<file path="src/rtl/wdt_regs.vh">
// Register map, field positions, reset values and timing counts of the watchdog
`ifndef WDT_REGS_VH
`define WDT_REGS_VH

// ----------------------------------------------------------------
// Register byte offsets
// ----------------------------------------------------------------
`define WDT_CTRL_OFS        12'h060
`define WDT_CAUSE_OFS       12'h064

// ----------------------------------------------------------------
// Control/status field positions
// ----------------------------------------------------------------
`define WDT_IF_BIT          7
`define WDT_IE_BIT          6
`define WDT_P3_BIT          5
`define WDT_CE_BIT          4
`define WDT_RE_BIT          3

// ----------------------------------------------------------------
// Reset cause field positions
// ----------------------------------------------------------------
`define WDT_SCANRF_BIT      4
`define WDT_WDCAUSE_BIT     3
`define WDT_BOCAUSE_BIT     2
`define WDT_EXTCAUSE_BIT    1
`define WDT_POCAUSE_BIT     0

// ----------------------------------------------------------------
// Reset values and counts
// ----------------------------------------------------------------
`define WDT_CTRL_RST        8'h00
`define WDT_CAUSE_RST       8'h01
`define WDT_CE_CYCLES       3'h4
`define WDT_BASE_TICKS      21'h000800
`define WDT_MAX_CODE        4'h9

`endif

</file>
<file path="src/rtl/wdt_top.v">
// Watchdog with timed unlock, interrupt/reset modes and reset cause flags
`timescale 1ns/1ps
`include "wdt_regs.vh"

// Contract
// RULE1: Scan-chain reset sets its cause flag
// RULE2: Watchdog reset sets its cause flag
// RULE3: Brown-out reset sets its cause flag
// RULE4: External reset sets its cause flag
// RULE5: Power-on flag cleared only by software
// RULE6: Time-out in interrupt mode sets flag
// RULE7: Flag cleared on vector or write one
// RULE8: Interrupt needs flag, enable, global enable
// RULE9: Combined mode: vector drops enable and flag
// RULE10: Unserviced flag plus time-out gives reset
// RULE11: Enable bits select the four modes
// RULE12: Programmed fuse forces reset mode
// RULE13: Change enable self-clears after four cycles
// RULE14: Protected changes only while change enabled
// RULE15: Watchdog cause flag forces reset enable
// RULE16: Period is 2048 ticks shifted by code
// RULE17: Software restarts counter before period change
// RULE18: Init software clears cause flag, enable
// RULE19: Counter advances on oscillator ticks
// RULE20: Restart instruction zeroes the counter
// RULE21: Unlock write then change within four
// RULE22: Reset request lasts one clock cycle
// RULE23: Cross-domain signals synchronised
// RULE24: Reserved period codes act as longest
module wdt_top #(
	parameter        AW         = 12,
	parameter        CW         = 21,
	parameter [20:0] BASE_TICKS = `WDT_BASE_TICKS
) (
	input  wire          CLK_I,
	input  wire          RST_I,
	input  wire          PSEL_I,
	input  wire          PENABLE_I,
	input  wire          PWRITE_I,
	input  wire [AW-1:0] PADDR_I,
	input  wire [31:0]   PWDATA_I,
	input  wire [3:0]    PSTRB_I,
	output reg  [31:0]   PRDATA_O,
	output reg           PREADY_O,
	output reg           PSLVERR_O,
	input  wire          OSC_CLK_I,
	input  wire          FUSE_UNPROG_I,
	input  wire          EXT_RST_I,
	input  wire          BOR_RST_I,
	input  wire          SCAN_RST_I,
	input  wire          RESTART_I,
	input  wire          IRQ_ACK_I,
	input  wire          GIE_I,
	output reg           IRQ_O,
	output reg           SYS_RST_REQ_O
);

	// ----------------------------------------------------------------
	// Modes
	// ----------------------------------------------------------------
	localparam [1:0] MODE_STOP  = 2'b00;
	localparam [1:0] MODE_IRQ   = 2'b01;
	localparam [1:0] MODE_RST   = 2'b10;
	localparam [1:0] MODE_BOTH  = 2'b11;

	// ----------------------------------------------------------------
	// Period decode
	// ----------------------------------------------------------------
	function [CW-1:0] period_limit;
		input [3:0] code;
		reg   [3:0] c;
		begin
			c = (code > `WDT_MAX_CODE) ? `WDT_MAX_CODE : code; // RULE24
			period_limit = BASE_TICKS[CW-1:0] << c; // RULE16
		end
	endfunction

	// ----------------------------------------------------------------
	// Input synchronisers
	// ----------------------------------------------------------------
	wire [4:0] sync_q;
	reg        osc_prev_r;
	wire       osc_s;
	wire       fuse_unprog_s;
	wire       ext_s;
	wire       bor_s;
	wire       scan_s;
	wire       osc_tick;

	wdt_sync #(
		.W (5)
	) u_sync (
		.clk_i (CLK_I),
		.rst_i (RST_I),
		.d_i   ({OSC_CLK_I, FUSE_UNPROG_I, EXT_RST_I, BOR_RST_I, SCAN_RST_I}),
		.q_o   (sync_q)
	);

	assign osc_s         = sync_q[4]; // RULE23
	assign fuse_unprog_s = sync_q[3];
	assign ext_s         = sync_q[2];
	assign bor_s         = sync_q[1];
	assign scan_s        = sync_q[0];

	always @(posedge CLK_I or posedge RST_I) begin
		if (RST_I) begin
			osc_prev_r <= 1'b0;
		end else begin
			osc_prev_r <= osc_s;
		end
	end

	assign osc_tick = osc_s & ~osc_prev_r; // RULE19

	// ----------------------------------------------------------------
	// Register state
	// ----------------------------------------------------------------
	reg        if_r;
	reg        ie_r;
	reg        ce_r;
	reg        re_r;
	reg [3:0]  per_r;
	reg [2:0]  ce_cnt_r;
	reg        scanrf_r;
	reg        wdog_cause_r;
	reg        bo_cause_r;
	reg        ext_cause_r;
	reg        po_cause_r;
	reg        pready_r;
	reg        if_nxt;
	reg        ie_nxt;
	reg        fire_irq;
	reg        fire_rst;

	wire       acc;
	wire       hit_ctrl;
	wire       hit_cause;
	wire       wr;
	wire       wr_ctrl;
	wire       wr_cause;
	wire [7:0] wd;
	wire       re_eff;
	wire       ie_eff;
	wire [1:0] mode;
	wire       timeout;
	wire [7:0] ctrl_rd;
	wire [7:0] cause_rd;

	// ----------------------------------------------------------------
	// APB decode
	// ----------------------------------------------------------------
	assign acc       = PSEL_I & PENABLE_I;
	assign hit_ctrl  = (PADDR_I == `WDT_CTRL_OFS);
	assign hit_cause = (PADDR_I == `WDT_CAUSE_OFS);
	assign wr        = acc & pready_r & PWRITE_I & PSTRB_I[0];
	assign wr_ctrl   = wr & hit_ctrl;
	assign wr_cause  = wr & hit_cause;
	assign wd        = PWDATA_I[7:0];

	// ----------------------------------------------------------------
	// Effective mode
	// ----------------------------------------------------------------
	assign re_eff = re_r | wdog_cause_r | ~fuse_unprog_s; // RULE15 RULE12
	assign ie_eff = ie_r & fuse_unprog_s; // RULE12
	assign mode   = {re_eff, ie_eff}; // RULE11

	wdt_counter #(
		.CW (CW)
	) u_counter (
		.clk_i     (CLK_I),
		.rst_i     (RST_I),
		.tick_i    (osc_tick),
		.restart_i (RESTART_I),
		.run_i     (mode != MODE_STOP),
		.limit_i   (period_limit(per_r)),
		.timeout_o (timeout)
	);

	// ----------------------------------------------------------------
	// Time-out action
	// ----------------------------------------------------------------
	always @* begin
		fire_irq = 1'b0;
		fire_rst = 1'b0;
		if (timeout) begin
			case (mode)
				MODE_STOP: begin
					fire_irq = 1'b0;
				end
				MODE_IRQ: begin
					fire_irq = 1'b1; // RULE6
				end
				MODE_RST: begin
					fire_rst = 1'b1;
				end
				MODE_BOTH: begin
					if (if_r) begin
						fire_rst = 1'b1; // RULE10
					end else begin
						fire_irq = 1'b1; // RULE9
					end
				end
				default: begin
					fire_rst = 1'b1;
				end
			endcase
		end
	end

	// ----------------------------------------------------------------
	// Interrupt flag and enable
	// ----------------------------------------------------------------
	always @* begin
		if_nxt = if_r;
		ie_nxt = ie_r;
		if (wr_ctrl) begin
			ie_nxt = wd[`WDT_IE_BIT];
			if (wd[`WDT_IF_BIT]) begin
				if_nxt = 1'b0; // RULE7
			end
		end
		if (IRQ_ACK_I && if_r) begin
			if_nxt = 1'b0; // RULE7
			if (re_eff) begin
				ie_nxt = 1'b0; // RULE9
			end
		end
		if (fire_irq) begin
			if_nxt = 1'b1; // RULE6
		end
	end

	always @(posedge CLK_I or posedge RST_I) begin
		if (RST_I) begin
			if_r  <= 1'b0;
			ie_r  <= 1'b0;
			IRQ_O <= 1'b0;
		end else begin
			if_r  <= if_nxt;
			ie_r  <= ie_nxt;
			IRQ_O <= if_nxt & ie_nxt & fuse_unprog_s & GIE_I; // RULE8
		end
	end

	// ----------------------------------------------------------------
	// Timed change window
	// ----------------------------------------------------------------
	always @(posedge CLK_I or posedge RST_I) begin
		if (RST_I) begin
			ce_r     <= 1'b0;
			ce_cnt_r <= 3'h0;
		end else if (wr_ctrl && wd[`WDT_CE_BIT]) begin
			ce_r     <= 1'b1;
			ce_cnt_r <= `WDT_CE_CYCLES;
		end else if (ce_r) begin
			if (ce_cnt_r == 3'h1) begin
				ce_r <= 1'b0; // RULE13
			end
			ce_cnt_r <= ce_cnt_r - 3'h1;
		end
	end

	// ----------------------------------------------------------------
	// Reset enable and period
	// ----------------------------------------------------------------
	always @(posedge CLK_I or posedge RST_I) begin
		if (RST_I) begin
			re_r  <= 1'b0;
			per_r <= 4'h0;
		end else if (wr_ctrl) begin
			if (wd[`WDT_RE_BIT]) begin
				re_r <= 1'b1;
			end else if (ce_r && !wdog_cause_r) begin
				re_r <= 1'b0; // RULE14 RULE15
			end
			if (ce_r) begin
				per_r <= {wd[`WDT_P3_BIT], wd[2:0]}; // RULE14
			end
		end
	end

	// ----------------------------------------------------------------
	// Reset request and cause flags
	// ----------------------------------------------------------------
	always @(posedge CLK_I or posedge RST_I) begin
		if (RST_I) begin
			SYS_RST_REQ_O <= 1'b0;
		end else begin
			SYS_RST_REQ_O <= fire_rst; // RULE22
		end
	end

	always @(posedge CLK_I or posedge RST_I) begin
		if (RST_I) begin
			scanrf_r     <= 1'b0;
			wdog_cause_r <= 1'b0;
			bo_cause_r   <= 1'b0;
			ext_cause_r  <= 1'b0;
			po_cause_r   <= 1'b1; // RULE5
		end else begin
			if (scan_s) begin
				scanrf_r <= 1'b1; // RULE1
			end else if (wr_cause && !wd[`WDT_SCANRF_BIT]) begin
				scanrf_r <= 1'b0;
			end
			if (fire_rst) begin
				wdog_cause_r <= 1'b1; // RULE2
			end else if (wr_cause && !wd[`WDT_WDCAUSE_BIT]) begin
				wdog_cause_r <= 1'b0;
			end
			if (bor_s) begin
				bo_cause_r <= 1'b1; // RULE3
			end else if (wr_cause && !wd[`WDT_BOCAUSE_BIT]) begin
				bo_cause_r <= 1'b0;
			end
			if (ext_s) begin
				ext_cause_r <= 1'b1; // RULE4
			end else if (wr_cause && !wd[`WDT_EXTCAUSE_BIT]) begin
				ext_cause_r <= 1'b0;
			end
			if (wr_cause && !wd[`WDT_POCAUSE_BIT]) begin
				po_cause_r <= 1'b0; // RULE5
			end
		end
	end

	// ----------------------------------------------------------------
	// APB answer
	// ----------------------------------------------------------------
	assign ctrl_rd  = {if_r, ie_eff, per_r[3], ce_r, re_eff, per_r[2:0]};
	assign cause_rd = {3'h0, scanrf_r, wdog_cause_r, bo_cause_r, ext_cause_r, po_cause_r};

	always @(posedge CLK_I or posedge RST_I) begin
		if (RST_I) begin
			pready_r  <= 1'b0;
			PREADY_O  <= 1'b0;
			PSLVERR_O <= 1'b0;
			PRDATA_O  <= 32'h00000000;
		end else begin
			pready_r  <= acc & ~pready_r;
			PREADY_O  <= acc & ~pready_r;
			PSLVERR_O <= acc & ~pready_r & ~hit_ctrl & ~hit_cause;
			if (acc && !pready_r) begin
				if (PWRITE_I) begin
					PRDATA_O <= 32'h00000000;
				end else if (hit_ctrl) begin
					PRDATA_O <= {24'h000000, ctrl_rd};
				end else if (hit_cause) begin
					PRDATA_O <= {24'h000000, cause_rd};
				end else begin
					PRDATA_O <= 32'h00000000;
				end
			end else begin
				PRDATA_O <= 32'h00000000;
			end
		end
	end

endmodule // wdt_top

</file>
<file path="src/rtl/wdt_sync.v">
// Two-stage synchroniser for a group of asynchronous levels
`timescale 1ns/1ps
module wdt_sync #(
	parameter W = 1
) (
	input  wire         clk_i,
	input  wire         rst_i,
	input  wire [W-1:0] d_i,
	output reg  [W-1:0] q_o
);

	reg [W-1:0] meta_r;

	always @(posedge clk_i or posedge rst_i) begin
		if (rst_i) begin
			meta_r <= {W{1'b0}};
			q_o    <= {W{1'b0}};
		end else begin
			meta_r <= d_i;
			q_o    <= meta_r;
		end
	end

endmodule // wdt_sync

</file>
<file path="src/rtl/wdt_counter.v">
// Time-out counter advanced by synchronised oscillator ticks
`timescale 1ns/1ps
module wdt_counter #(
	parameter CW = 21
) (
	input  wire          clk_i,
	input  wire          rst_i,
	input  wire          tick_i,
	input  wire          restart_i,
	input  wire          run_i,
	input  wire [CW-1:0] limit_i,
	output reg           timeout_o
);

	reg  [CW-1:0] cnt_r;
	wire          hit;

	// A period shortened below the current count expires on the next tick
	assign hit = (cnt_r >= limit_i - {{(CW-1){1'b0}}, 1'b1});

	always @(posedge clk_i or posedge rst_i) begin
		if (rst_i) begin
			cnt_r     <= {CW{1'b0}};
			timeout_o <= 1'b0;
		end else begin
			timeout_o <= 1'b0;
			if (restart_i || !run_i) begin
				cnt_r <= {CW{1'b0}}; // RULE20
			end else if (tick_i) begin // RULE19
				if (hit) begin
					cnt_r     <= {CW{1'b0}};
					timeout_o <= 1'b1;
				end else begin
					cnt_r <= cnt_r + {{(CW-1){1'b0}}, 1'b1};
				end
			end
		end
	end

endmodule // wdt_counter

</file>
<file path="config.mk">
export PLATFORM = sky130hd
export DESIGN_NAME = wdt_top
export DESIGN_NICKNAME = d
export VERILOG_FILES = /design/src/rtl/wdt_top.v /design/src/rtl/wdt_sync.v /design/src/rtl/wdt_counter.v
export VERILOG_INCLUDE_DIRS = /design/src /design/src/rtl
export SDC_FILE = /design/constraint.sdc
export NUM_CORES = 1
export LEC_CHECK = 0
export ABC_AREA = 1
export BUFFER_PORTS_ARGS = -buffer_cell sky130_fd_sc_hd__buf_4
export CAP_MARGIN = 20
export CORE_ASPECT_RATIO = 0.5
export CORE_UTILIZATION = 50
export DETAILED_ROUTE_END_ITERATION = 10
export PLACE_DENSITY = 0.76
export SYNTH_ARGS = -nofsm -noshare
export SYNTH_HDL_FRONTEND = slang
export SYNTH_HIERARCHICAL = 1
export SYNTH_SLANG_ARGS = --single-unit
</file>
<file path="constraint.sdc">
create_clock -name CLK_I -period 7.15 [get_ports CLK_I]
set_clock_uncertainty 0.1 [all_clocks]
set_input_delay 0.715 -clock CLK_I [delete_from_list [all_inputs] [get_ports CLK_I]]
set_output_delay 0.715 -clock CLK_I [all_outputs]
set_load 0.05 [all_outputs]
</file>
======== Yosys cells after proc, flatten, opt, wreduce, memory -nomap -nowiden ========
Index checks and enable logic that the tools add are counted.
operators by class
  magnitude comparators ................... 2
  bitwise logic cells ..................... 21
  multiplexer cells ....................... 39
  shifts and indexed selects .............. 1
  equality and inequality tests ........... 6
  $add $sub $neg .......................... 3
  reductions and logical operators ........ 28
operators by type and width
  operator                                                                number
  21-bit 2-to-1 mux                                                       3
  32-bit 2-to-1 mux                                                       1
  1-bit 2-to-1 mux                                                        27
  12-bit by 7-bit equality test with 1-bit output, second input constant  2
  21-bit by 1-bit adder with 21-bit output, second input constant         1
  21-bit greater-or-equal comparator                                      1
  12-bit by 4-bit << shifter with 21-bit output, first input constant     1
  21-bit by 1-bit subtractor with 21-bit output, second input constant    1
  8-bit 2-to-1 mux                                                        2
  2-bit nonzero test                                                      8
  1-bit bitwise AND                                                       14
  1-bit logical AND                                                       9
  1-bit zero test                                                         8
  3-bit 2-to-1 mux                                                        2
  5-bit 2-to-1 mux                                                        1
  1-bit NOT                                                               5
  2-bit equality test, second input constant                              2
  4-bit > comparator, second input constant                               1
  4-bit 2-to-1 mux                                                        1
  1-bit case mux with 2 select lines                                      2
  2-bit AND reduction                                                     2
  3-bit by 1-bit equality test with 1-bit output, second input constant   1
  3-bit by 1-bit subtractor with 3-bit output, second input constant      1
  2-bit by 1-bit equality test with 1-bit output, second input constant   1
  2 further kinds                                                         3
storage, ports and cells
  bits in registers ....................... 85
  input bits .............................. 61
  output and inout port bits .............. 36

======== Logic depth before layout (Yosys ltp) ========
  word-level depth ........................ 11
  mapped depth ............................ 22

======== By module ========
Netlist, hierarchy kept.
by module, submodules not included
  module       area an instance (um2)  times used  cells each
  wdt_counter  2,557.5                 1           376
  wdt_top      1,649.1                 1           203
  wdt_sync     254.0                   1           11

======== Least setup slack after synthesis ========
OpenSTA, ideal clock, no wires.
  kind .................................... reg2reg
  from .................................... reg per_r[2]
  to ...................................... reg u_counter.timeout_o
  slack ................................... 4.502 ns
  setup time .............................. 0.113 ns
  arrival ................................. 2.435 ns
  required time ........................... 6.937 ns
  cell stages (with the launch flop) ...... 15
  path buffers ............................ 2
  cell sequence ........................... dfrtp_1 -> clkbuf_1 -> nor2_1 -> nor4_1 -> nand4_1 -> xor2_1 -> ha_1 -> a21o_1 -> nor2_1 -> nand2_1 -> nor2_2 -> nand3_2 -> buf_6 -> nand2_1 -> inv_1
on the way
  cells in the longest elaborated chain, start to end .. 8
ends and longest elaborated chain
  what                                               line              source
  from (decl)                                        wdt_top.v:122     reg [3:0] per_r;
  from (signal assigned)                             wdt_top.v:277     per_r <= {wd[`WDT_P3_BIT], wd[2:0]};
  4-bit > comparator (no source line)                -
  4-bit 2-to-1 mux (*)                               wdt_top.v:73      c = (code > `WDT_MAX_CODE) ? `WDT_MAX_CODE : code;
  12-bit by 4-bit << shifter with 21-bit output (*)  wdt_top.v:74      period_limit = BASE_TICKS[CW-1:0] << c;
  21-bit by 1-bit subtractor with 21-bit output (*)  wdt_counter.v:19  assign hit = (cnt_r >= limit_i - {{(CW-1){1'b0}}, 1'b1});
  21-bit greater-or-equal comparator (*)             wdt_counter.v:19
  1-bit 2-to-1 mux (*)                               wdt_counter.v:30  if (hit) begin
  1-bit 2-to-1 mux (*)                               wdt_counter.v:29  end else if (tick_i) begin
  1-bit 2-to-1 mux (*)                               wdt_counter.v:27  if (restart_i || !run_i) begin
  to (signal assigned)                               wdt_counter.v:24  timeout_o <= 1'b0;
  to (signal assigned)                               wdt_counter.v:26  timeout_o <= 1'b0;
  to (signal assigned)                               wdt_counter.v:32  timeout_o <= 1'b1;
  to (decl)                                          wdt_counter.v:12  output reg timeout_o
Mark *: on every way between the ends. The rest lies on a longest branch, timed or not.
A chain may end at the register's enable or synchronous reset.

======== Worst setup path after layout ========
  from .................................... reg per_r[1]
  to ...................................... reg u_counter.cnt_r[15]
on the way
  cells in the longest elaborated chain, start to end .. 8
ends and longest elaborated chain
  what                                               line              source
  4-bit > comparator (no source line)                -
  4-bit 2-to-1 mux (*)                               wdt_top.v:73
  12-bit by 4-bit << shifter with 21-bit output (*)  wdt_top.v:74
  21-bit by 1-bit subtractor with 21-bit output (*)  wdt_counter.v:19
  21-bit greater-or-equal comparator (*)             wdt_counter.v:19
  21-bit 2-to-1 mux (*)                              wdt_counter.v:30
  21-bit 2-to-1 mux (*)                              wdt_counter.v:29
  21-bit 2-to-1 mux (*)                              wdt_counter.v:27
  to (signal assigned)                               wdt_counter.v:23  cnt_r <= {CW{1'b0}};
  to (signal assigned)                               wdt_counter.v:28  cnt_r <= {CW{1'b0}};
  to (signal assigned)                               wdt_counter.v:31  cnt_r <= {CW{1'b0}};
  to (decl)                                          wdt_counter.v:15  reg [CW-1:0] cnt_r;
Mark *: on every way between the ends. The rest lies on a longest branch, timed or not. The select of a mux whose other input is x is not followed.

==> summary.txt <==
Status
  • Status: complete, no violations

Power and ir drop
  • Pwr Density: 175.5 nW/um2
  • Max IR drop VDD: 179.7 uV
  • LEAKAGE: 2.815 nW
  • Final Power: 0.0009229 W

STA
  • Fin crit period: 3.401 ns
  • Slew @ Worst Pin: 0.9109 ns
  • Unrepaired setup endpoints after global routing: no
  • Final Max Slew Viols: 0
  • Final-report setup violation count: 0
  • Final cycle utilization of the critical path: 0.4757
  • Setup_tns: 0 ns
  • Fin. Hold Viols: 0
  • Worst slew margin: 0.3921
  • Maximum clock rate: 294.0 MHz

GRT
  • Tot GR Track Use: 0.2135
  • Grt ovf: 0
  • Number of global-route vias before repair: 3389
  • First-pass GRT wire length: 15070 um
  • Initial antenna violation count: 0
  • Largest net degree at the start of global routing: 30

Drt
  • Drt via density: 4.727
  • Routed wire length: 9118 um
  • Drt initial violations: 243
  • Routed wire length per instance: 11.59 um
  • Antenna Nets Post-Route: 0
  • Pre-antenna DRT Iters: 5
  • Remaining routing DRC violations: 0
  • Vias: 3720

Cells and area
  • Nets: 756
  • # fillers: 718
  • Ratio of cells with drive above 1 in the final layout: 0.1881
  • Final design utilization: 0.6325
  • Layout area overhead: 17.92%
  • Number of diodes: 0
  • Non-filler instance count after layout: 787
  • Finished Cell Area: 5260 um2

Critical path
  • Worst path max stage delay: 0.50 ns
  • Slowest stage cell, crit path: nand3_2
  • CP startpoint: per_r[1]
  • Required time of the critical path: 7.29 ns
  • Cell repeated most along the worst path: nor2_1
  • Critical Path End Type: register
  • FF-to-FF path depth: 14
  • Crit path depth: 14
  • Delay-heaviest family, CP: simple AND/OR/NAND/NOR gates
  • Worst flop-to-flop path startpoint: per_r[1]
  • R2R setup slack: 3.75 ns
  • CP arrival: 3.54 ns
  • Critical path class: register to register
  • Critical Path Sink: u_counter/cnt_r[15]
  • Critical path cell sequence: inv_1 > nor2_1 > nand2_1 > nor2_1 > nor4_1 > nand4_1 > xor2_1 > ha_1 > a21o_1 > nor2_1 > nand2_1 > nor2_2 > nand3_2 > o21bai_1
  • Worst reg2reg path endpoint: u_counter/cnt_r[15]
  • Worst Path Buf+Inv: 1
  • Setup crit start kind: register
  • Crit path max fanout: 20

Clock network
  • Clk buf depth: 2
  • PostCTS Resize Cnt: 0
  • # Post-CTS Setup Buffers: 0
  • Worst-path clk slew: 0.06 ns
  • Clk sink count: 61
  • Worst skew pair latency: 0.34 ns
  • H-tree Lvls: 3
  • Root Buffer: clkbuf_16
  • CTS Buf Count: 9
  • Post-cts hold buffer count: 0
  • CTS tree: built

Die
  • Horiz. Die Dim: 135.6 um
  • Core area: 8317 um2
  • Row cnt: 23
  • IO Count: 97
  • Die Footprint: 9326 um2
  • Die Ht: 68.79 um
  • Initial Utilization: 0.5363

Synthesis
  • Ys Warns: 6
  • #FFs+latches synth: 61
  • Synth Instances: 590
  • Post-synth top area share: 0.3366
  • Main synth FF type: dfrtp_1
  • Post-Syn Area: 4461 um2
  • Most frequent cell after synthesis: nand2_1
  • Commonest cells post-synth: nand2_1 (136), nor2_1 (86), inv_1 (84)
  • Post-synthesis sequential area ratio: 0.3425
  • Largest cells by area after synthesis: dfrtp_1 (34%), nand2_1 (11%), nor2_1 (7.2%), inv_1 (7.1%), ha_1 (7.0%)
  • Post-synth EDFFs: 0
  • Synth area leader: dfrtp_1
  • FFs w/ async S/R, synth: 1.000
  • Distinct cells, synth: 43
  • Synth Area per Inst: 7.560 um2

Placement
  • Number of port buffers: 45
  • Post-detail-place hpwl: 6987 um
  • Placed cell count: 770
  • RePlAce Congestion: 0.8586
  • DP Area: 4901 um2

Run
  • Number of max-cap violations: 0

Worst hold path
  • Min-Delay Path Class: register to register
==> area by class of cell <==
type / count / area, um2 / share of cell area
timing repair buffer: 47 / 372.9 / 0.07089
sequential: 61 / 1528 / 0.2904
inverter: 89 / 335.3 / 0.06375
multi-input combinational: 462 / 2552 / 0.4853
clock buffer: 9 / 225.2 / 0.04282
tap: 112 / 140.1 / 0.02664
clock inverter: 7 / 106.4 / 0.02022
==> worst min-delay path by stage <==
stage | from | end | slack (ns) | cells after the start
final | u_sync/meta_r[2] | u_sync/q_o[2] | 0.25 | 0
after global routing | u_sync/meta_r[2] | u_sync/q_o[2] | 0.25 | 0
after CTS | u_sync/meta_r[2] | u_sync/q_o[2] | 0.25 | 0
after detailed placement | u_sync/meta_r[2] | u_sync/q_o[2] | 0.24 | 0
after global placement | u_sync/meta_r[4] | u_sync/q_o[4] | 0.23 | 0
after floorplan | u_sync/meta_r[0] | u_sync/q_o[0] | 0.23 | 0
==> cell usage in the layout (no fill, tap or decap), drive strengths merged, types with 2 or more instances in the layout <==
cell type	count
a21o	2
o22ai	2
xor2	13
conb	55
o211ai	2
nand4	8
buf	47
nand2	147
ha	25
o21ai	17
dfrtp	60
xnor2	8
a21oi	8
o21bai	19
bufinv	2
inv	91
nand3	40
clkbuf	9
or2	2
nor2	103
clkinv	3
nor3	7
==> report_power, final <==
group          internal [W]  total [W]  switching, W
Clock              0.000311   0.000481      0.000170
Combinational     0.0000253  0.0000891     0.0000638
Sequential         0.000350   0.000353    0.00000253
Total              0.000686   0.000923      0.000237
==> stage by stage <==
stage / setup WS [ns] / hold WS [ns]
after floorplan: 4.502 / 0.2312
after global placement: 3.849 / 0.2318
after detailed placement: 3.832 / 0.2389
after CTS: 3.775 / 0.2524
after global routing: 3.428 / 0.2541
final: 3.749 / 0.2498
==> kinds of logic after synthesis <==
family | count (synthesis) | synth area share
buf+inv | 121 | 0.1307
other cells | 1 | 0.0008407
simple gates | 309 | 0.3243
mux | 1 | 0.002244
fa+ha+maj | 25 | 0.07013
flops | 61 | 0.3425
compound gates | 51 | 0.08808
xor+xnor | 21 | 0.04124
==> sequential cells by signal, summed over array words and instances (netlist names), 3 cells and up <==
signal           flops
PRDATA_O             8
u_counter/cnt_r     21
per_r                4
u_sync/meta_r        5
u_sync/q_o           5
ce_cnt_r             3
==> metal layers <==
layer,GRT usage,up-vias,share of wire
met5,0,-,0
met4,0.07725,0,0.014
met3,0.05044,13,0.047
met2,0.3788,111,0.49
met1,0.2587,1670,0.45
li1,-,1926,-
Power figures use the tool's default switching activity.
